File: src/rtl/swuart_consts.vh
// Constants for the single-wire UART node
`ifndef SWUART_CONSTS_VH
`define SWUART_CONSTS_VH
`define CLK_HZ            40000000
`define MIN_BAUD          9000
`define RESET_BIT_CYCLES  (`CLK_HZ / `MIN_BAUD)
`define GLITCH_CYCLES     16
`define GAP_BITS          63
`define RECOVER_BITS      12
`define RELEASE_BITS      4
`define DELAY_UNIT_SHIFT  3
`define SYNC_BYTE         8'h05
`define SYNC_PRESET       3'b101
`define REPLY_ADDR        8'hFF
`define CRC_POLY          8'h07
`define CRC_INIT          8'h00
`define RW_BIT            7
`define READ_LAST_BYTE    3'd3
`define WRITE_LAST_BYTE   3'd7
`define TX_LAST_BYTE      3'd7
`define STOP_INDEX        4'd8
`define TX_STOP_INDEX     4'd9
`endif

File: src/rtl/single_wire_uart_node.v
// Single-wire UART node: baud detection, datagram decode, CRC8 and read reply
//
// What this block does
// - Effective node address is base value plus strap offset zero to seven.
// - Strap bit2 adds four, bit1 adds two, bit0 adds one.
// - Register byte MSB zero means read, one means write; low seven bits address.
// - Over 63 bit times between byte start bits resets receive state.
// - Pulse under 16 clocks or CRC error is an error; then 12 idle bits needed.
// - Eight-bit wrapping counter counts accepted writes; reads leave it unchanged.
// - Reply uses the bit time measured on the read request.
// - Reply waits a delay in units of eight bit times; default eight.
// - Reply is sync, 0xFF address, register byte, four data bytes, CRC.
// - Driver is released four bit times after the reply's last bit.
// - Pin is input and searched for datagrams; driven only for a reply.
// - Chain select output is high in reset, then follows its input value; it carries data in ring mode.
// - CRC8 poly x8+x2+x+1, init zero, LSB first over all bytes, last byte.
// - Only datagrams with good CRC and own address are acted on.
// - All three strap pins high selects ring mode.
// - Bytes go LSB first, multi-byte fields highest byte first.
// - Bit time is measured from start edge to falling edge of sync bits 2-3.
// - Each byte has a low start bit and a high stop bit.
`timescale 1ns/100ps
`include "swuart_consts.vh"

module single_wire_uart_node #(
  parameter CNT_W = 16
) (
  input  wire        i_clock,
  input  wire        i_reset_n,
  input  wire        i_data_pin,
  output reg         o_data_pin_out,
  output reg         o_data_pin_oe,
  input  wire        i_strap_address_bit2,
  input  wire        i_strap_address_bit1,
  input  wire        i_strap_address_bit0,
  input  wire [7:0]  i_node_address_base,
  input  wire [3:0]  i_reply_delay_setting,
  input  wire        i_chain_select_value,
  output reg         o_chain_select_output,
  output reg         o_ring_mode,
  output reg         o_wr_strobe,
  output reg  [6:0]  o_wr_addr,
  output reg  [31:0] o_wr_data,
  output reg         o_rd_req,
  output reg  [6:0]  o_rd_addr,
  input  wire [31:0] i_rd_data,
  output reg  [7:0]  o_write_count,
  output reg         o_error
);

  localparam [3:0] S_IDLE    = 4'd0;
  localparam [3:0] S_MEAS    = 4'd1;
  localparam [3:0] S_RXBIT   = 4'd2;
  localparam [3:0] S_GAP     = 4'd3;
  localparam [3:0] S_RECOVER = 4'd4;
  localparam [3:0] S_LOAD    = 4'd5;
  localparam [3:0] S_DELAY   = 4'd6;
  localparam [3:0] S_TX      = 4'd7;
  localparam [3:0] S_HOLD    = 4'd8;

  // Reset bit time trimmed to the counter width on purpose
  localparam [31:0]      RESET_T_FULL = `RESET_BIT_CYCLES;
  localparam [CNT_W-1:0] RESET_T      = RESET_T_FULL[CNT_W-1:0];

  function [7:0] crc_step;
    input [7:0] c;
    input       b;
    begin
      crc_step = {c[6:0], 1'b0} ^ ((c[7] ^ b) ? `CRC_POLY : 8'h00);
    end
  endfunction

  reg  [3:0]       state;
  reg              pin_d;
  reg  [CNT_W-1:0] meas;
  reg              mid_fall;
  reg  [CNT_W-1:0] bit_t;
  reg  [CNT_W-1:0] good_t;
  reg  [CNT_W-1:0] rx_ph;
  reg  [3:0]       rx_idx;
  reg  [7:0]       rx_sh;
  reg  [2:0]       byte_cnt;
  reg  [7:0]       addr_b;
  reg  [7:0]       reg_b;
  reg  [31:0]      data_sh;
  reg  [7:0]       crc_run;
  reg  [7:0]       crc_prev;
  reg  [CNT_W-1:0] tk;
  reg  [7:0]       bcnt;
  reg              restart;
  reg  [55:0]      frame;
  reg  [9:0]       tx_sh;
  reg  [3:0]       tx_bit;
  reg  [2:0]       tx_byte;
  reg  [7:0]       crc_tx;

  wire             fall      = pin_d & ~i_data_pin;
  wire             rise      = ~pin_d & i_data_pin;
  wire [2:0]       strap     = {i_strap_address_bit2, i_strap_address_bit1, i_strap_address_bit0};
  wire [7:0]       own_addr  = i_node_address_base + {5'd0, strap};
  wire             ring      = &strap;
  wire             tx_phase  = (state == S_DELAY) || (state == S_TX) || (state == S_HOLD);
  wire [CNT_W-1:0] per       = tx_phase ? bit_t : good_t;
  wire             tick      = (tk == {CNT_W{1'b0}});
  wire [CNT_W-1:0] meas_nx   = meas + 1'b1;
  wire             last_byte = (byte_cnt == `READ_LAST_BYTE && !reg_b[`RW_BIT]) || byte_cnt == `WRITE_LAST_BYTE;
  wire [3:0]       dly_units = (i_reply_delay_setting == 4'd0) ? 4'd1 : i_reply_delay_setting;
  wire [7:0]       dly_bits  = {1'b0, dly_units, 3'b000};
  wire [7:0]       crc_sync  = crc_step(crc_step(crc_step(`CRC_INIT, 1'b1), 1'b0), 1'b1);

  // Bit-time ticker shared by gap, recovery, delay, transmit and release timing
  always @(posedge i_clock or negedge i_reset_n) begin
    if (!i_reset_n) begin
      tk   <= {CNT_W{1'b0}};
      bcnt <= 8'd0;
    end else if (restart) begin
      tk   <= per - 1'b1;
      bcnt <= 8'd0;
    end else if (tick) begin
      tk   <= per - 1'b1;
      bcnt <= (bcnt == 8'hFF) ? bcnt : bcnt + 1'b1;
    end else begin
      tk   <= tk - 1'b1;
    end
  end

  always @(posedge i_clock or negedge i_reset_n) begin
    if (!i_reset_n) begin
      state                 <= S_IDLE;
      pin_d                 <= 1'b1;
      meas                  <= {CNT_W{1'b0}};
      mid_fall              <= 1'b0;
      bit_t                 <= RESET_T;
      good_t                <= RESET_T;
      rx_ph                 <= {CNT_W{1'b0}};
      rx_idx                <= 4'd0;
      rx_sh                 <= 8'd0;
      byte_cnt              <= 3'd0;
      addr_b                <= 8'd0;
      reg_b                 <= 8'd0;
      data_sh               <= 32'h0000_0000;
      crc_run               <= `CRC_INIT;
      crc_prev              <= `CRC_INIT;
      restart               <= 1'b0;
      frame                 <= 56'h00_0000_0000_0000;
      tx_sh                 <= 10'h3FF;
      tx_bit                <= 4'd0;
      tx_byte               <= 3'd0;
      crc_tx                <= `CRC_INIT;
      o_data_pin_out        <= 1'b1;
      o_data_pin_oe         <= 1'b0;
      o_chain_select_output <= 1'b1;
      o_ring_mode           <= 1'b0;
      o_wr_strobe           <= 1'b0;
      o_wr_addr             <= 7'd0;
      o_wr_data             <= 32'h0000_0000;
      o_rd_req              <= 1'b0;
      o_rd_addr             <= 7'd0;
      o_write_count         <= 8'd0;
      o_error               <= 1'b0;
    end else begin
      pin_d       <= i_data_pin;
      restart     <= 1'b0;
      o_wr_strobe <= 1'b0;
      o_rd_req    <= 1'b0;
      o_error     <= 1'b0;
      o_ring_mode <= ring;
      case (state)
        S_IDLE: begin
          if (fall) begin
            meas     <= {CNT_W{1'b0}};
            mid_fall <= 1'b0;
            byte_cnt <= 3'd0;
            restart  <= 1'b1;
            state    <= S_MEAS;
          end
        end
        S_MEAS: begin
          meas <= meas_nx;
          if (rise && meas_nx < `GLITCH_CYCLES) begin
            o_error <= 1'b1;
            restart <= 1'b1;
            state   <= S_RECOVER;
          end else if (&meas) begin
            o_error <= 1'b1;
            restart <= 1'b1;
            state   <= S_RECOVER;
          end else if (fall && !mid_fall) begin
            mid_fall <= 1'b1;
          end else if (fall) begin
            // Sync start edge to bits 2-3 edge spans four bit times
            bit_t   <= meas_nx >> 2;
            rx_ph   <= (meas_nx >> 3) - 1'b1;
            rx_idx  <= 4'd3;
            rx_sh   <= {`SYNC_PRESET, 5'd0};
            crc_run <= crc_sync;
            state   <= S_RXBIT;
          end
        end
        S_RXBIT: begin
          if (rx_ph != {CNT_W{1'b0}}) begin
            rx_ph <= rx_ph - 1'b1;
          end else begin
            rx_ph <= bit_t - 1'b1;
            if (rx_idx != `STOP_INDEX) begin
              rx_sh   <= {i_data_pin, rx_sh[7:1]};
              crc_run <= crc_step(crc_run, i_data_pin);
              rx_idx  <= rx_idx + 1'b1;
            end else if (!i_data_pin) begin
              o_error <= 1'b1;
              restart <= 1'b1;
              state   <= S_RECOVER;
            end else if (last_byte) begin
              if (rx_sh != crc_prev) begin
                o_error <= 1'b1;
                restart <= 1'b1;
                state   <= S_RECOVER;
              end else begin
                good_t <= bit_t;
                state  <= S_IDLE;
                if (addr_b == own_addr && reg_b[`RW_BIT]) begin
                  o_wr_strobe   <= 1'b1;
                  o_wr_addr     <= reg_b[6:0];
                  o_wr_data     <= data_sh;
                  o_write_count <= o_write_count + 1'b1;
                end else if (addr_b == own_addr) begin
                  o_rd_req  <= 1'b1;
                  o_rd_addr <= reg_b[6:0];
                  state     <= S_LOAD;
                end
              end
            end else begin
              if (byte_cnt == 3'd1) addr_b <= rx_sh;
              if (byte_cnt == 3'd2) reg_b <= rx_sh;
              if (byte_cnt >= 3'd3) data_sh <= {data_sh[23:0], rx_sh};
              byte_cnt <= byte_cnt + 1'b1;
              state    <= S_GAP;
            end
          end
        end
        S_GAP: begin
          if (fall) begin
            rx_ph    <= bit_t + (bit_t >> 1) - 1'b1;
            rx_idx   <= 4'd0;
            crc_prev <= crc_run;
            restart  <= 1'b1;
            state    <= S_RXBIT;
          end else if (bcnt > `GAP_BITS) begin
            o_error <= 1'b1;
            restart <= 1'b1;
            state   <= S_RECOVER;
          end
        end
        S_RECOVER: begin
          // Any low level restarts the idle count, so noise keeps the node deaf
          if (!i_data_pin) begin
            restart <= 1'b1;
          end else if (!restart && bcnt >= `RECOVER_BITS) begin
            state <= S_IDLE;
          end
        end
        S_LOAD: begin
          // Register data is sampled in the cycle that the read request pulse is high
          frame   <= {`SYNC_BYTE, `REPLY_ADDR, 1'b0, reg_b[6:0], i_rd_data};
          restart <= 1'b1;
          state   <= S_DELAY;
        end
        S_DELAY: begin
          // Bit count is stale until the pending restart has cleared it
          if (!restart && bcnt >= dly_bits) begin
            tx_sh   <= {1'b1, frame[55:48], 1'b0};
            frame   <= {frame[47:0], 8'h00};
            tx_bit  <= 4'd0;
            tx_byte <= 3'd0;
            crc_tx  <= `CRC_INIT;
            restart <= 1'b1;
            state   <= S_TX;
          end
        end
        S_TX: begin
          if (tick && !restart) begin
            if (tx_bit != `TX_STOP_INDEX) begin
              if (tx_bit != 4'd0 && tx_byte != `TX_LAST_BYTE) crc_tx <= crc_step(crc_tx, tx_sh[0]);
              tx_sh  <= {1'b1, tx_sh[9:1]};
              tx_bit <= tx_bit + 1'b1;
            end else if (tx_byte == `TX_LAST_BYTE) begin
              tx_sh   <= 10'h3FF;
              restart <= 1'b1;
              state   <= S_HOLD;
            end else begin
              tx_sh   <= {1'b1, (tx_byte == 3'd6) ? crc_tx : frame[55:48], 1'b0};
              frame   <= {frame[47:0], 8'h00};
              tx_bit  <= 4'd0;
              tx_byte <= tx_byte + 1'b1;
            end
          end
        end
        S_HOLD: begin
          if (!restart && bcnt >= `RELEASE_BITS) begin
            state <= S_IDLE;
          end
        end
        default: begin
          state <= S_IDLE;
        end
      endcase
      // Driver on the pin only while replying; ring mode sends on the chain output
      o_data_pin_out        <= (state == S_TX) ? tx_sh[0] : 1'b1;
      o_data_pin_oe         <= (state == S_TX || state == S_HOLD) && !ring;
      o_chain_select_output <= ring ? ((state == S_TX) ? tx_sh[0] : 1'b1) : i_chain_select_value;
    end
  end

endmodule // single_wire_uart_node

File: config.mk
export PLATFORM = sky130hd
export DESIGN_NAME = single_wire_uart_node
export DESIGN_NICKNAME = d
export VERILOG_FILES = /design/src/rtl/single_wire_uart_node.v
export VERILOG_INCLUDE_DIRS = /design/src /design/src/rtl
export SDC_FILE = /design/constraint.sdc
export NUM_CORES = 1
export LEC_CHECK = 0
export BUFFER_PORTS_ARGS = -buffer_cell sky130_fd_sc_hd__buf_2
export CORE_MARGIN = 8
export CORE_UTILIZATION = 35
export DETAILED_ROUTE_END_ITERATION = 8
export HOLD_SLACK_MARGIN = 0.12
export RECOVER_POWER = 25
export SLEW_MARGIN = 5
export SYNTH_ARGS = -nofsm -noshare
export SYNTH_HDL_FRONTEND = slang
export SYNTH_SLANG_ARGS = --single-unit
File: constraint.sdc
create_clock -name i_clock -period 5.25 [get_ports i_clock]
set_input_delay 1.05 -clock i_clock [delete_from_list [all_inputs] [get_ports i_clock]]
set_output_delay 1.05 -clock i_clock [all_outputs]
set_load 0.01 [all_outputs]
==> After elaboration in Yosys (flattened, before gate mapping) <==
Cells that the tools add are included.
Widths: inputs -> output; s select.
{ "word_totals": {"reg_bits": 312} }
{ "op_classes": {"n_eq_ne": 47, "n_addsub": 15, "n_reduce_logical": 53, "bitwise_logic": 16, "order_cmp": 6, "muxes": 134} }
{ "op_table": {"columns": ["cell", "n"], "rows": [
  ["$mux 56", 4],
  ["$pmux 56 s3", 1],
  ["$mux 8", 20],
  ["$mux 16", 9],
  ["$mux 4", 30],
  ["$pmux 16 s3", 1],
  ["$pmux 8 s2", 3],
  ["$ne 2x2->1 const B", 22],
  ["$mux 3", 14],
  ["$mux 1", 37],
  ["$pmux 4 s9", 1],
  ["$reduce_and 6->1", 6],
  ["$pmux 16 s2", 1],
  ["$sub 16x1->16 const B", 2],
  ["$sub 14x1->15 const B", 2],
  ["$reduce_and 5->1", 5],
  ["$mux 10", 2],
  ["$pmux 10 s2", 1],
  ["$mux 9", 2],
  ["$add 16x1->16 const B", 1],
  ["$add 8x1->8 const B", 2],
  ["$eq 4x3->1 const B", 4],
  ["$logic_not 16->1", 1],
  ["$lt 16x5->1 const B", 1],
  ["other kinds (49)", 99]
]} }

==> Longest topological paths before layout <==
Gate-level depths: netlist of the first run.
{ "logic_depth": {"ltp_word": 10, "ltp_mapped": 14, "mapped_depth_nobuf": 13} }

==> Least setup slack after synthesis of the first run <==
No wires, ideal clock.
{ "synth_path": {"path_type": "input-to-reg", "from": "input port i_strap_address_bit0", "to": "register o_wr_addr[3]", "t_arrival_ns": 3.781, "path_stages": 12, "setup_ns": 0.125, "required_time_ns": 5.125, "path_slack_ns": 1.344, "path_cell_list": "ha_1 fa_1 a21oi_1 o21ai_0 a21oi_1 a311oi_1 or4b_1 buf_2 or3_1 buf_6 buf_6 mux2_4"} }
{ "synth_via": {"elab_chain_len": 4} }
{ "synth_rtl": {"columns": ["item", "line_no", "text"], "rows": [
  ["from (decl)", "single_wire_uart_node.v:35", "input wire i_strap_address_bit0,"],
  ["$add 8x3->8", "single_wire_uart_node.v:100", "wire [7:0] own_addr = i_node_address_base + {5'd0, strap};"],
  ["$eq 8x8->1", "single_wire_uart_node.v:221", "if (addr_b == own_addr && reg_b[`RW_BIT]) begin"],
  ["$logic_and 1x1->1", "single_wire_uart_node.v:221", null],
  ["$reduce_and 7->1 (no line)", null, null],
  ["to (signal assigned)", "single_wire_uart_node.v:223", "o_wr_addr <= reg_b[6:0];"],
  ["to (decl)", "single_wire_uart_node.v:42", "output reg [6:0] o_wr_addr,"]
]} }
Every way passes these cells.
A chain may end at the register's enable or synchronous reset.

==> Final worst setup path of the first run <==
{ "layout_path": {"from": "input port i_strap_address_bit0", "to": "register o_write_count[7]"} }
{ "layout_via": {"elab_chain_len": 4} }
{ "layout_rtl": {"columns": ["item", "line_no", "text"], "rows": [
  ["$add 8x3->8", "single_wire_uart_node.v:100", null],
  ["$eq 8x8->1", "single_wire_uart_node.v:221", null],
  ["$logic_and 1x1->1", "single_wire_uart_node.v:221", null],
  ["$reduce_and 7->1 (no line)", null, null],
  ["to (signal assigned)", "single_wire_uart_node.v:225", "o_write_count <= o_write_count + 1'b1;"],
  ["to (decl)", "single_wire_uart_node.v:47", "output reg [7:0] o_write_count,"]
]} }
Every way passes these cells.

==> results of run 1 <==
==> area by class of cell <==
| type | instances | area [um^2] |
|---|---|---|
| clock buffer | 56 | 1100 |
| clock inverter | 10 | 151 |
| fill | 4637 | 28400 |
| tap | 615 | 769 |
| timing repair buffer | 132 | 736 |
| sequential | 311 | 7810 |
| inverter | 73 | 274 |
| multi-input combinational | 1241 | 8410 |
==> how the worst max path moves through the flow <==
stage | start | to | slack, ns | cells past startpoint
after floorplan | i_strap_address_bit0 | o_wr_addr[3]$_DFFE_PN0P_ | 1.34 | 12
after global placement | i_strap_address_bit0 | o_write_count[7]$_DFFE_PN0P_ | 0.69 | 12
after detailed placement | i_strap_address_bit0 | o_write_count[7]$_DFFE_PN0P_ | 0.56 | 12
after CTS | i_strap_address_bit0 | o_write_count[7]$_DFFE_PN0P_ | 1.16 | 12
after global routing | i_strap_address_bit0 | o_write_count[5]$_DFFE_PN0P_ | 0.94 | 12
final | i_strap_address_bit0 | o_write_count[7]$_DFFE_PN0P_ | 1.11 | 12
==> registers in the layout, indices dropped and copies added (netlist names), 9 cells and up <==
name       count
bit_t         14
data_sh       32
frame         56
good_t        14
meas          16
o_wr_data     32
rx_ph         16
tk            16
tx_sh          9
==> metal layers <==
layer  GRT usage [%]  vias up  wire length (um)
li1                -     6216                 -
met1            20.3     6321             19500
met2            24.8      291             20000
met3            2.93       77              2000
met4            4.86        0              1130
met5               0        -                 0
==> critical path, stage by stage <==
cell and delay (ns):
buf_2 0.11, ha_1 0.22, fa_1 0.41, a21oi_1 0.27, o21ai_0 0.17, a21oi_1 0.18, a311oi_1 0.06, or4b_1 0.64
or3_2 0.63, buf_4 0.36, nor4_4 0.32, xor2_1 0.16
==> cell usage in the layout (no fill, tap or decap), types with 15 or more instances in the layout <==
cell type  instances
dfstp_2           24
mux2_2            92
clkbuf_16         37
a21oi_1           84
nor4_1            17
buf_2            108
dfrtp_1          287
a22o_1            15
nor3_1            31
inv_1             72
o21ai_0           98
a31oi_1           46
mux2_4            29
nand2_1          220
nor2_1           137
xor2_1            49
nand3_1           49
ha_1              57
o31ai_1           15
buf_4             19
xnor2_1           72
nand4_1           18
==> cell families after synthesis <==
| family | after synthesis | synth area share (%) |
|---|---|---|
| buffers and inverters | 160 | 3.83 |
| muxes | 131 | 9.34 |
| DFF | 311 | 46.4 |
| AOI/OAI and AO/OA | 368 | 14.0 |
| and+or+nand+nor | 561 | 15.5 |
| xor gates and xnor gates | 121 | 6.30 |
| adders and majority gates | 60 | 4.59 |
==> metrics by stage <==
| step | util [%] | setup WS, ns | instances | instance area (um^2) |
|---|---|---|---|---|
| after detailed placement | 37.8 | 0.561 | 2372 | 18000 |
| after global placement | 37.8 | 0.686 | 2372 | 18000 |
| after global routing | 40.4 | 0.943 | 2438 | 19200 |
| after floorplan | - | 1.34 | 1712 | 16800 |
| after CTS | 40.4 | 1.16 | 2438 | 19300 |
| final | 40.4 | 1.11 | 2438 | 19200 |
==> report_power, final <==
| group | switching [mW] | leakage [nW] | total (mW) | internal (mW) |
|---|---|---|---|---|
| clock | 1.03 | 0.615 | 2.63 | 1.59 |
| combinational | 0.0796 | 4.35 | 0.114 | 0.0341 |
| sequential | 0.000750 | 3.95 | 2.40 | 2.40 |
==> metrics, run 1 <==
Worst Path Arrival 4.61 ns; Max clock buf depth 3; first-pass GRT wire length 70200 um; syn_area_per_cell 9.83 um^2; post_cts resized 0; Synthesis Warnings 0; root buffer cell clkbuf_16; worst IR drop on VDD 0.000238 V; Hold Crit Depth 2; Residual DRC 0; Iter 0 DRT Violations 1006; RSZ-0062 raised after global routing no; fraction of registers with async set/reset 100%; hpwl dp 30400 um; final critical-path share of the clock period 78.8%; Setup TNS Final 0 ns; Hold Crit Start frame[4]$_DFFE_PN0P_; Die Area 55400 um^2; leakage 8.91 nW; Hold EP frame[4]$_DFFE_PN0P_; top cell type's share of synthesized area 42.7%; minimum clock period 4.14 ns; Post-synth EDFFs 0; Hold-fix buffers, CTS 0; port bufs 111; top achievable clock speed 242 MHz; aggregate routed wire length 42600 um; fraction of layout cells with a size suffix above 1 19.4%; via count 12.9k; Wirelength per Cell 17.5 um; htree depth 2; Total Power 5.14 mW; Max-cap violations 1; TritonCTS buffer count 37; number of synthesized register bits 311; clk sinks 311; Yosys top cell by area dfrtp_1; worst reg2reg path depth 8; Nets 1907; WHS 0.466 ns; synth top area cells dfrtp_1 (43%), mux2_2 (6.2%), nand2_1 (4.9%), ha_1 (4.2%), dfstp_2 (3.7%); net count of the mapped netlist 1823; Unique masters post-synth 75; total grt overflow 0; pin count of the biggest net entering global routing 123; drt first pass iters 5; starting density of the core 35.3%; Main synth FF type dfrtp_1; final hold vios 0; Clock Skews 0.0173 ns; reg2reg end crc_run[1]$_DFFE_PN0P_; die extent in y 235 um; setup bufs post-CTS 0; Slew headroom -110%; synthesized area 16800 um^2; Via density 5.29; maximum fanout along the worst path 32; antenna violations before repair 3; outcome complete, but fails checks; most numerous cell in the Yosys netlist dfrtp_1; Startpoint Class input pin; Final setup viols 0; Die X 235 um; diode count 0; cell row count 80; RR Startpoint meas[0]$_DFFE_PN0P_; Max Transition Viols Final 121; Routed Antenna Nets 0; Worst R2R Setup Slack 1.40 ns; crit path capture type flop; Worst Tran Pin Value 3.15 ns; synth cell count leaders dfrtp_1 (287), nand2_1 (220), nor2_1 (138); Hold WC Path Type reg2reg; CTS clk-pin slew, worst paths 0.06 ns; Clk Latency, worst-skew pair 0.55 ns; num ports 112; core box area 47600 um^2; GRT Util Overall 15.2%; register area share after synthesis 46.4%; Area Overhead vs Synth 14.3%; CP required 5.72 ns; RePlAce Congestion 0.863; Synth Instances 1712; failing checks capacitance limit, slew limit; CTS tree yes; CP Class in2reg; Power Dens Cells 267 nW/um^2; vias in the first global route 12.9k
(Power assumes the default switching activity.)
==> run 2: changes to the inputs <==
- ABC_AREA: not set -> 1
- clock period: 5.25 -> 3.7 ns (I/O delays scaled with it)
==> run 2 against run 1 <==
Net effect: the run still ends with capacitance limit, slew limit left; area after synthesis increased by 1.8%; hold slack got worse by 0.046 ns; die area increased by 1.7%; sequential share of layout area decreased by 0.99 points; non-clock buffer count increased by 8; largest cell class unchanged.
==> metrics, run 2 <==
outcome complete, but fails checks; Max Used Layer met4; Most flops, register frame; aggregate routed wire length 45000 um; CTS clk-pin slew, worst paths 0.06 ns; cell row count 81; minimum clock period 3.14 ns; top achievable clock speed 319 MHz; CP Class reg2reg; register area share after synthesis 45.6%; Worst Tran Pin Value 2.34 ns; hpwl dp 33100 um; commonest non-fill, non-tap cell in the layout nand2_1; Die Area 56300 um^2; Clock power frac 51.2%; Hold WC Path Type in2reg; Synth Instances 2233; Total Power 7.33 mW; most numerous cell in the Yosys netlist nand2_1; RePlAce Congestion 0.904; Max Transition Viols Final 86; drt first pass iters 6; Seq pwr share 46.5%; Yosys top cell by area dfrtp_1; Iter 0 DRT Violations 1050; most frequent cells in the layout nand2_1 (592), inv_1 (318), dfrtp_1 (287); GRT Util Overall 15.8%; Max clock buf depth 3; Area Overhead vs Synth 15.1%; Worst path slowest cell nand4_1; CP required 4.16 ns; failing checks capacitance limit, slew limit; worst IR drop on VDD 0.000356 V; pin count of the biggest net entering global routing 88; Max-cap violations 1; first-pass GRT wire length 74200 um; Hold-fix buffers, CTS 0; starting density of the core 35.2%; Setup TNS Final 0 ns; Power Dens Cells 372 nW/um^2; Routed Antenna Nets 0; Clk Latency, worst-skew pair 0.56 ns; final critical-path share of the clock period 84.8%; synth top area cells dfrtp_1 (42%), nand2_1 (13%), o21ai_0 (7.4%), inv_1 (7.0%), ha_1 (4.2%); Top cell by count, worst path nor2_1; Slew headroom -55.7%; antenna violations before repair 2; synth cell count leaders nand2_1 (592), inv_1 (318), dfrtp_1 (287); Worst Path Arrival 3.60 ns; core box area 48600 um^2; fraction of layout cells with a size suffix above 1 11.4%; switching portion of total power 22.9%; Nets 2459; total grt overflow 0; setup bufs post-CTS 0; final instance area 19700 um^2; htree depth 2; Clock Skews 0.0214 ns; port bufs 111; number of synthesized register bits 311; Critical Path, Cell by Cell nor2_1 -> nand2_1 -> nor2_1 -> inv_2 -> nor2_1 -> nand4_1 -> o21ai_0; TritonCTS buffer count 38; Synthesis Warnings 0; CP top delay family simple AND/OR/NAND/NOR gates; num ports 112; CP max stage delay 0.53 ns; Wirelength per Cell 15.0 um; Switching Power 1.68 mW; root buffer cell clkbuf_16; synthesized area 17100 um^2; RSZ-0062 raised after global routing no; syn_area_per_cell 7.67 um^2; vias in the first global route 14.5k; CTS tree yes; post_cts resized 0; placed instance area 18500 um^2; Final setup viols 0; max reg flops 56; net count of the mapped netlist 2344; DR WL met3 2240 um; Residual DRC 0; CP Buf/Inv Count 1; leakage 10.2 nW; maximum fanout along the worst path 17; final hold vios 0; Startpoint Class flop; die extent in y 237 um; logic gate share of total power 2.3%; via count 14.9k; Unique masters post-synth 56; Main synth FF type dfrtp_1; crit path capture type flop; Via density 4.96; Post-synth EDFFs 0; P_int 5.66 mW; Top Registers frame: 56 flops, data_sh: 32 flops, o_wr_data: 32 flops; clk sinks 311; fraction of registers with async set/reset 100%; WL met1 21300 um; routed wire length on met2 20400 um; Die X 237 um; top cell type's share of synthesized area 41.9%
## run 2: worst paths after layout
| path | from | endpoint | slack [ns] | depth (start not counted) |
|---|---|---|---|---|
| setup / recovery | state[3]$_DFFE_PN0P_ | addr_b[4]$_DFFE_PN0P_ | 0.56 | 7 |
| hold / removal | i_data_pin | pin_d$_DFF_PN1_ | 0.42 | 1 |
| setup reg to reg | state[3]$_DFFE_PN0P_ | addr_b[4]$_DFFE_PN0P_ | 0.56 | 7 |
| hold reg to reg | crc_run[2]$_DFFE_PN0P_ | crc_run[2]$_DFFE_PN0P_ | 0.47 | 2 |
| max in group asynchronous | i_reset_n | o_wr_data[9]$_DFFE_PN0P_ | 0.76 | 2 |
| min in group asynchronous | i_reset_n | crc_tx[3]$_DFFE_PN0P_ | 0.89 | 1 |
## run 2: per-stage QoR
stage                     cells  hold WS, ns  utilization [%]  worst slack [ns]
after floorplan            2233        0.442                -             0.898
after global placement     2930        0.452             38.0             0.560
after detailed placement   2930        0.456             38.0             0.521
after CTS                  2998        0.221             40.6             0.621
after global routing       3000        0.396             40.6             0.189
final                      3000        0.420             40.6             0.563
## run 2: worst register-to-register path, stage by stage, from the launching register on
cell     delay, ns
dfrtp_1       0.41
nor2_1        0.24
nand2_1       0.37
nor2_1        0.50
inv_2         0.28
nor2_1        0.35
nand4_1       0.53
o21ai_0       0.37
## run 2: cell families (layout without fill, tap and decap cells)
group           count (synthesis)  count (layout)  share of synthesized area [%]
flops                         311             311                           45.6
mux                             4               4                          0.256
compound gates                428             428                           14.0
xor+xnor                       47              47                           2.40
simple gates                  991             991                           24.5
buf+inv                       392             535                           8.80
other cells                     0               2                              0
fa+ha+maj                      60              60                           4.51
## run 2: layout make-up
class / count / area, um^2
inverter: 327 / 1230
clock inverter: 17 / 205
clock buffer: 51 / 1070
timing repair buffer: 140 / 808
fill: 4942 / 28900
sequential: 311 / 7810
multi-input combinational: 1530 / 7820
antenna: 2 / 5.00
tap: 622 / 778
## run 2: power by group through the flow
stage,Combinational [mW],Clock [mW],Sequential [mW]
3_5_place_dp,0.178,0,3.47
5_1_grt,0.198,3.99,3.41
4_1_cts,0.179,3.85,3.41
2_1_floorplan,0.0456,0,3.47
3_3_place_gp,0.177,0,3.47
6_report,0.170,3.76,3.41
## run 2: per-layer routing
layer / GRT usage, % / vias to the layer above
li1: - / 7451
met1: 21.4 / 7065
met2: 25.1 / 298
met3: 3.24 / 77
met4: 5.00 / 0
met5: 0 / -
==> run 3: changes to the inputs <==
- ABC_AREA: 1 -> 0
- clock period: 3.7 -> 3.02 ns (I/O delays scaled with it)
==> run 3 against run 2 <==
Net effect: the run still ends with capacitance limit, slew limit left; first-iteration DRC count fell by 7.9%; non-clock buffer count increased by 115; cell count fell by 15%; die area is 1.7% lower; largest cell class unchanged; highest routed layer unchanged.
==> metrics, run 3 (synthesis gave the netlist of run 1 again) <==
outcome complete, but fails checks; failing checks capacitance limit, slew limit; Clock power frac 50.3%; most frequent cells in the layout dfrtp_1 (285), nand2_1 (219), nor2_1 (135); crit path capture type flop; Hold Crit Start i_rd_data[5]; final hold vios 0; htree depth 2; RR Startpoint bit_t[2]$_DFFE_PN1P_; Iter 0 DRT Violations 967; CTS clk-pin slew, worst paths 0.06 ns; Placed Cells incl. Taps 2493; top achievable clock speed 345 MHz; CP Launch Point bit_t[2]$_DFFE_PN1P_; final instance count without filler cells 2560; starting density of the core 35.3%; vias in the first global route 13.5k; worst IR drop on VDD 0.000319 V; P_int 6.90 mW; commonest non-fill, non-tap cell in the layout dfrtp_1; Power Dens Cells 433 nW/um^2; Switching Power 1.95 mW; Max clock buf depth 3; switching portion of total power 22.0%; Wirelength per Cell 17.5 um; Max Transition Viols Final 51; Clock Skews 0.0280 ns; Die Area 55400 um^2; Die X 235 um; Worst Path Arrival 3.39 ns; aggregate routed wire length 44700 um; root buffer cell clkbuf_16; CTS tree yes; Nets 2029; RePlAce Congestion 0.919; Seq. cell area 7820 um^2; total grt overflow 0; logic gate share of total power 2.5%; drt first pass iters 5; multi-input logic area 8580 um^2; TritonCTS buffer count 36; Seq pwr share 47.1%; GRT Util Overall 16.0%; pin count of the biggest net entering global routing 85; port bufs 111; clk sinks 311; leakage 9.53 nW; die extent in y 235 um; Setup TNS Final 0 ns; Clk Latency, worst-skew pair 0.54 ns; final critical-path share of the clock period 96.0%; fraction of layout cells with a size suffix above 1 26.1%; Via density 5.25; post-place setup slack -0.511 ns; antenna violations before repair 1; Area Overhead vs Synth 21.4%; FILL cells 4567; final worst slack 0.120 ns; cell row count 80; Hold WC Path Type in2reg; Residual DRC 0; CP Class reg2reg; Top Registers frame: 56 flops, data_sh: 32 flops, o_wr_data: 32 flops; Max-cap violations 1; Final setup viols 0; hpwl dp 33400 um; max reg flops 56; Most flops, register frame; CP required 3.51 ns; maximum fanout along the worst path 3; minimum clock period 2.90 ns; via count 13.4k; num ports 112; first-pass GRT wire length 73500 um; core box area 47600 um^2; Slew headroom -8.38%; Startpoint Class flop; Routed Antenna Nets 0; Worst Tran Pin Value 1.63 ns
run 3: worst paths after layout:
check	endpoint	slack [ns]	cells past startpoint
min in group asynchronous	crc_tx[0]$_DFFE_PN0P_	1.04	2
worst min-delay path	frame[5]$_DFFE_PN0P_	0.29	3
worst max register to register	rx_ph[13]$_DFFE_PN0P_	0.12	13
worst max-delay path	rx_ph[13]$_DFFE_PN0P_	0.12	13
worst min register to register	o_write_count[7]$_DFFE_PN0P_	0.46	1
max in group asynchronous	bcnt[2]$_DFFE_PN0P_	0.57	3
run 3: timing repair:
action,CTS,global route
endpoints found under the setup margin,61,140
endpoints found under the hold margin,40,0
hold buffers,1,0
pin swaps,1,8
setup buffers,0,1
gates resized for setup,8,37
cloned,0,0
run 3: worst max-delay path, stage by stage (launching register included):
cell	delay, ns
dfstp_2	0.54
inv_2	0.05
ha_1	0.27
inv_1	0.05
ha_2	0.19
fa_2	0.40
a211oi_4	0.29
o21ai_2	0.09
a41o_1	0.24
and2_4	0.18
o41ai_2	0.20
o21ai_1	0.09
a31oi_1	0.17
a21o_1	0.10
run 3: power groups by stage:
stage               sequential [mW]  clock [mW]  combinational (mW)
floorplan                      4.25           0              0.0592
global placement               4.25           0               0.226
detailed placement             4.25           0               0.230
CTS                            4.17        4.60               0.232
global route                   4.17        4.77               0.256
finish                         4.17        4.45               0.223
run 3: metal layers:
metal,wire (um),up-vias,global-route usage (%)
met5,0,-,0
met4,1100,0,4.54
met3,2220,74,2.68
met2,20400,317,25.9
met1,21000,6566,21.8
li1,-,6478,-
run 3: final cells by class:
type	instances	share of cell area, %
multi-input combinational	1241	42.0
antenna	1	0.0122
inverter	73	1.34
clock inverter	18	1.04
tap	615	3.77
timing repair buffer	255	8.79
clock buffer	46	4.80
sequential	311	38.3
run 3: per-stage QoR:
stage / util (%) / hold WS, ns / total power [mW] / area [um^2]
after floorplan: - / 0.308 / 4.31 / 16900
after global placement: 40.0 / 0.449 / 4.47 / 19100
after detailed placement: 40.0 / 0.455 / 4.48 / 19100
after CTS: 42.6 / 0.258 / 9.00 / 20300
after global routing: 42.9 / 0.284 / 9.20 / 20400
final: 42.9 / 0.293 / 8.85 / 20400
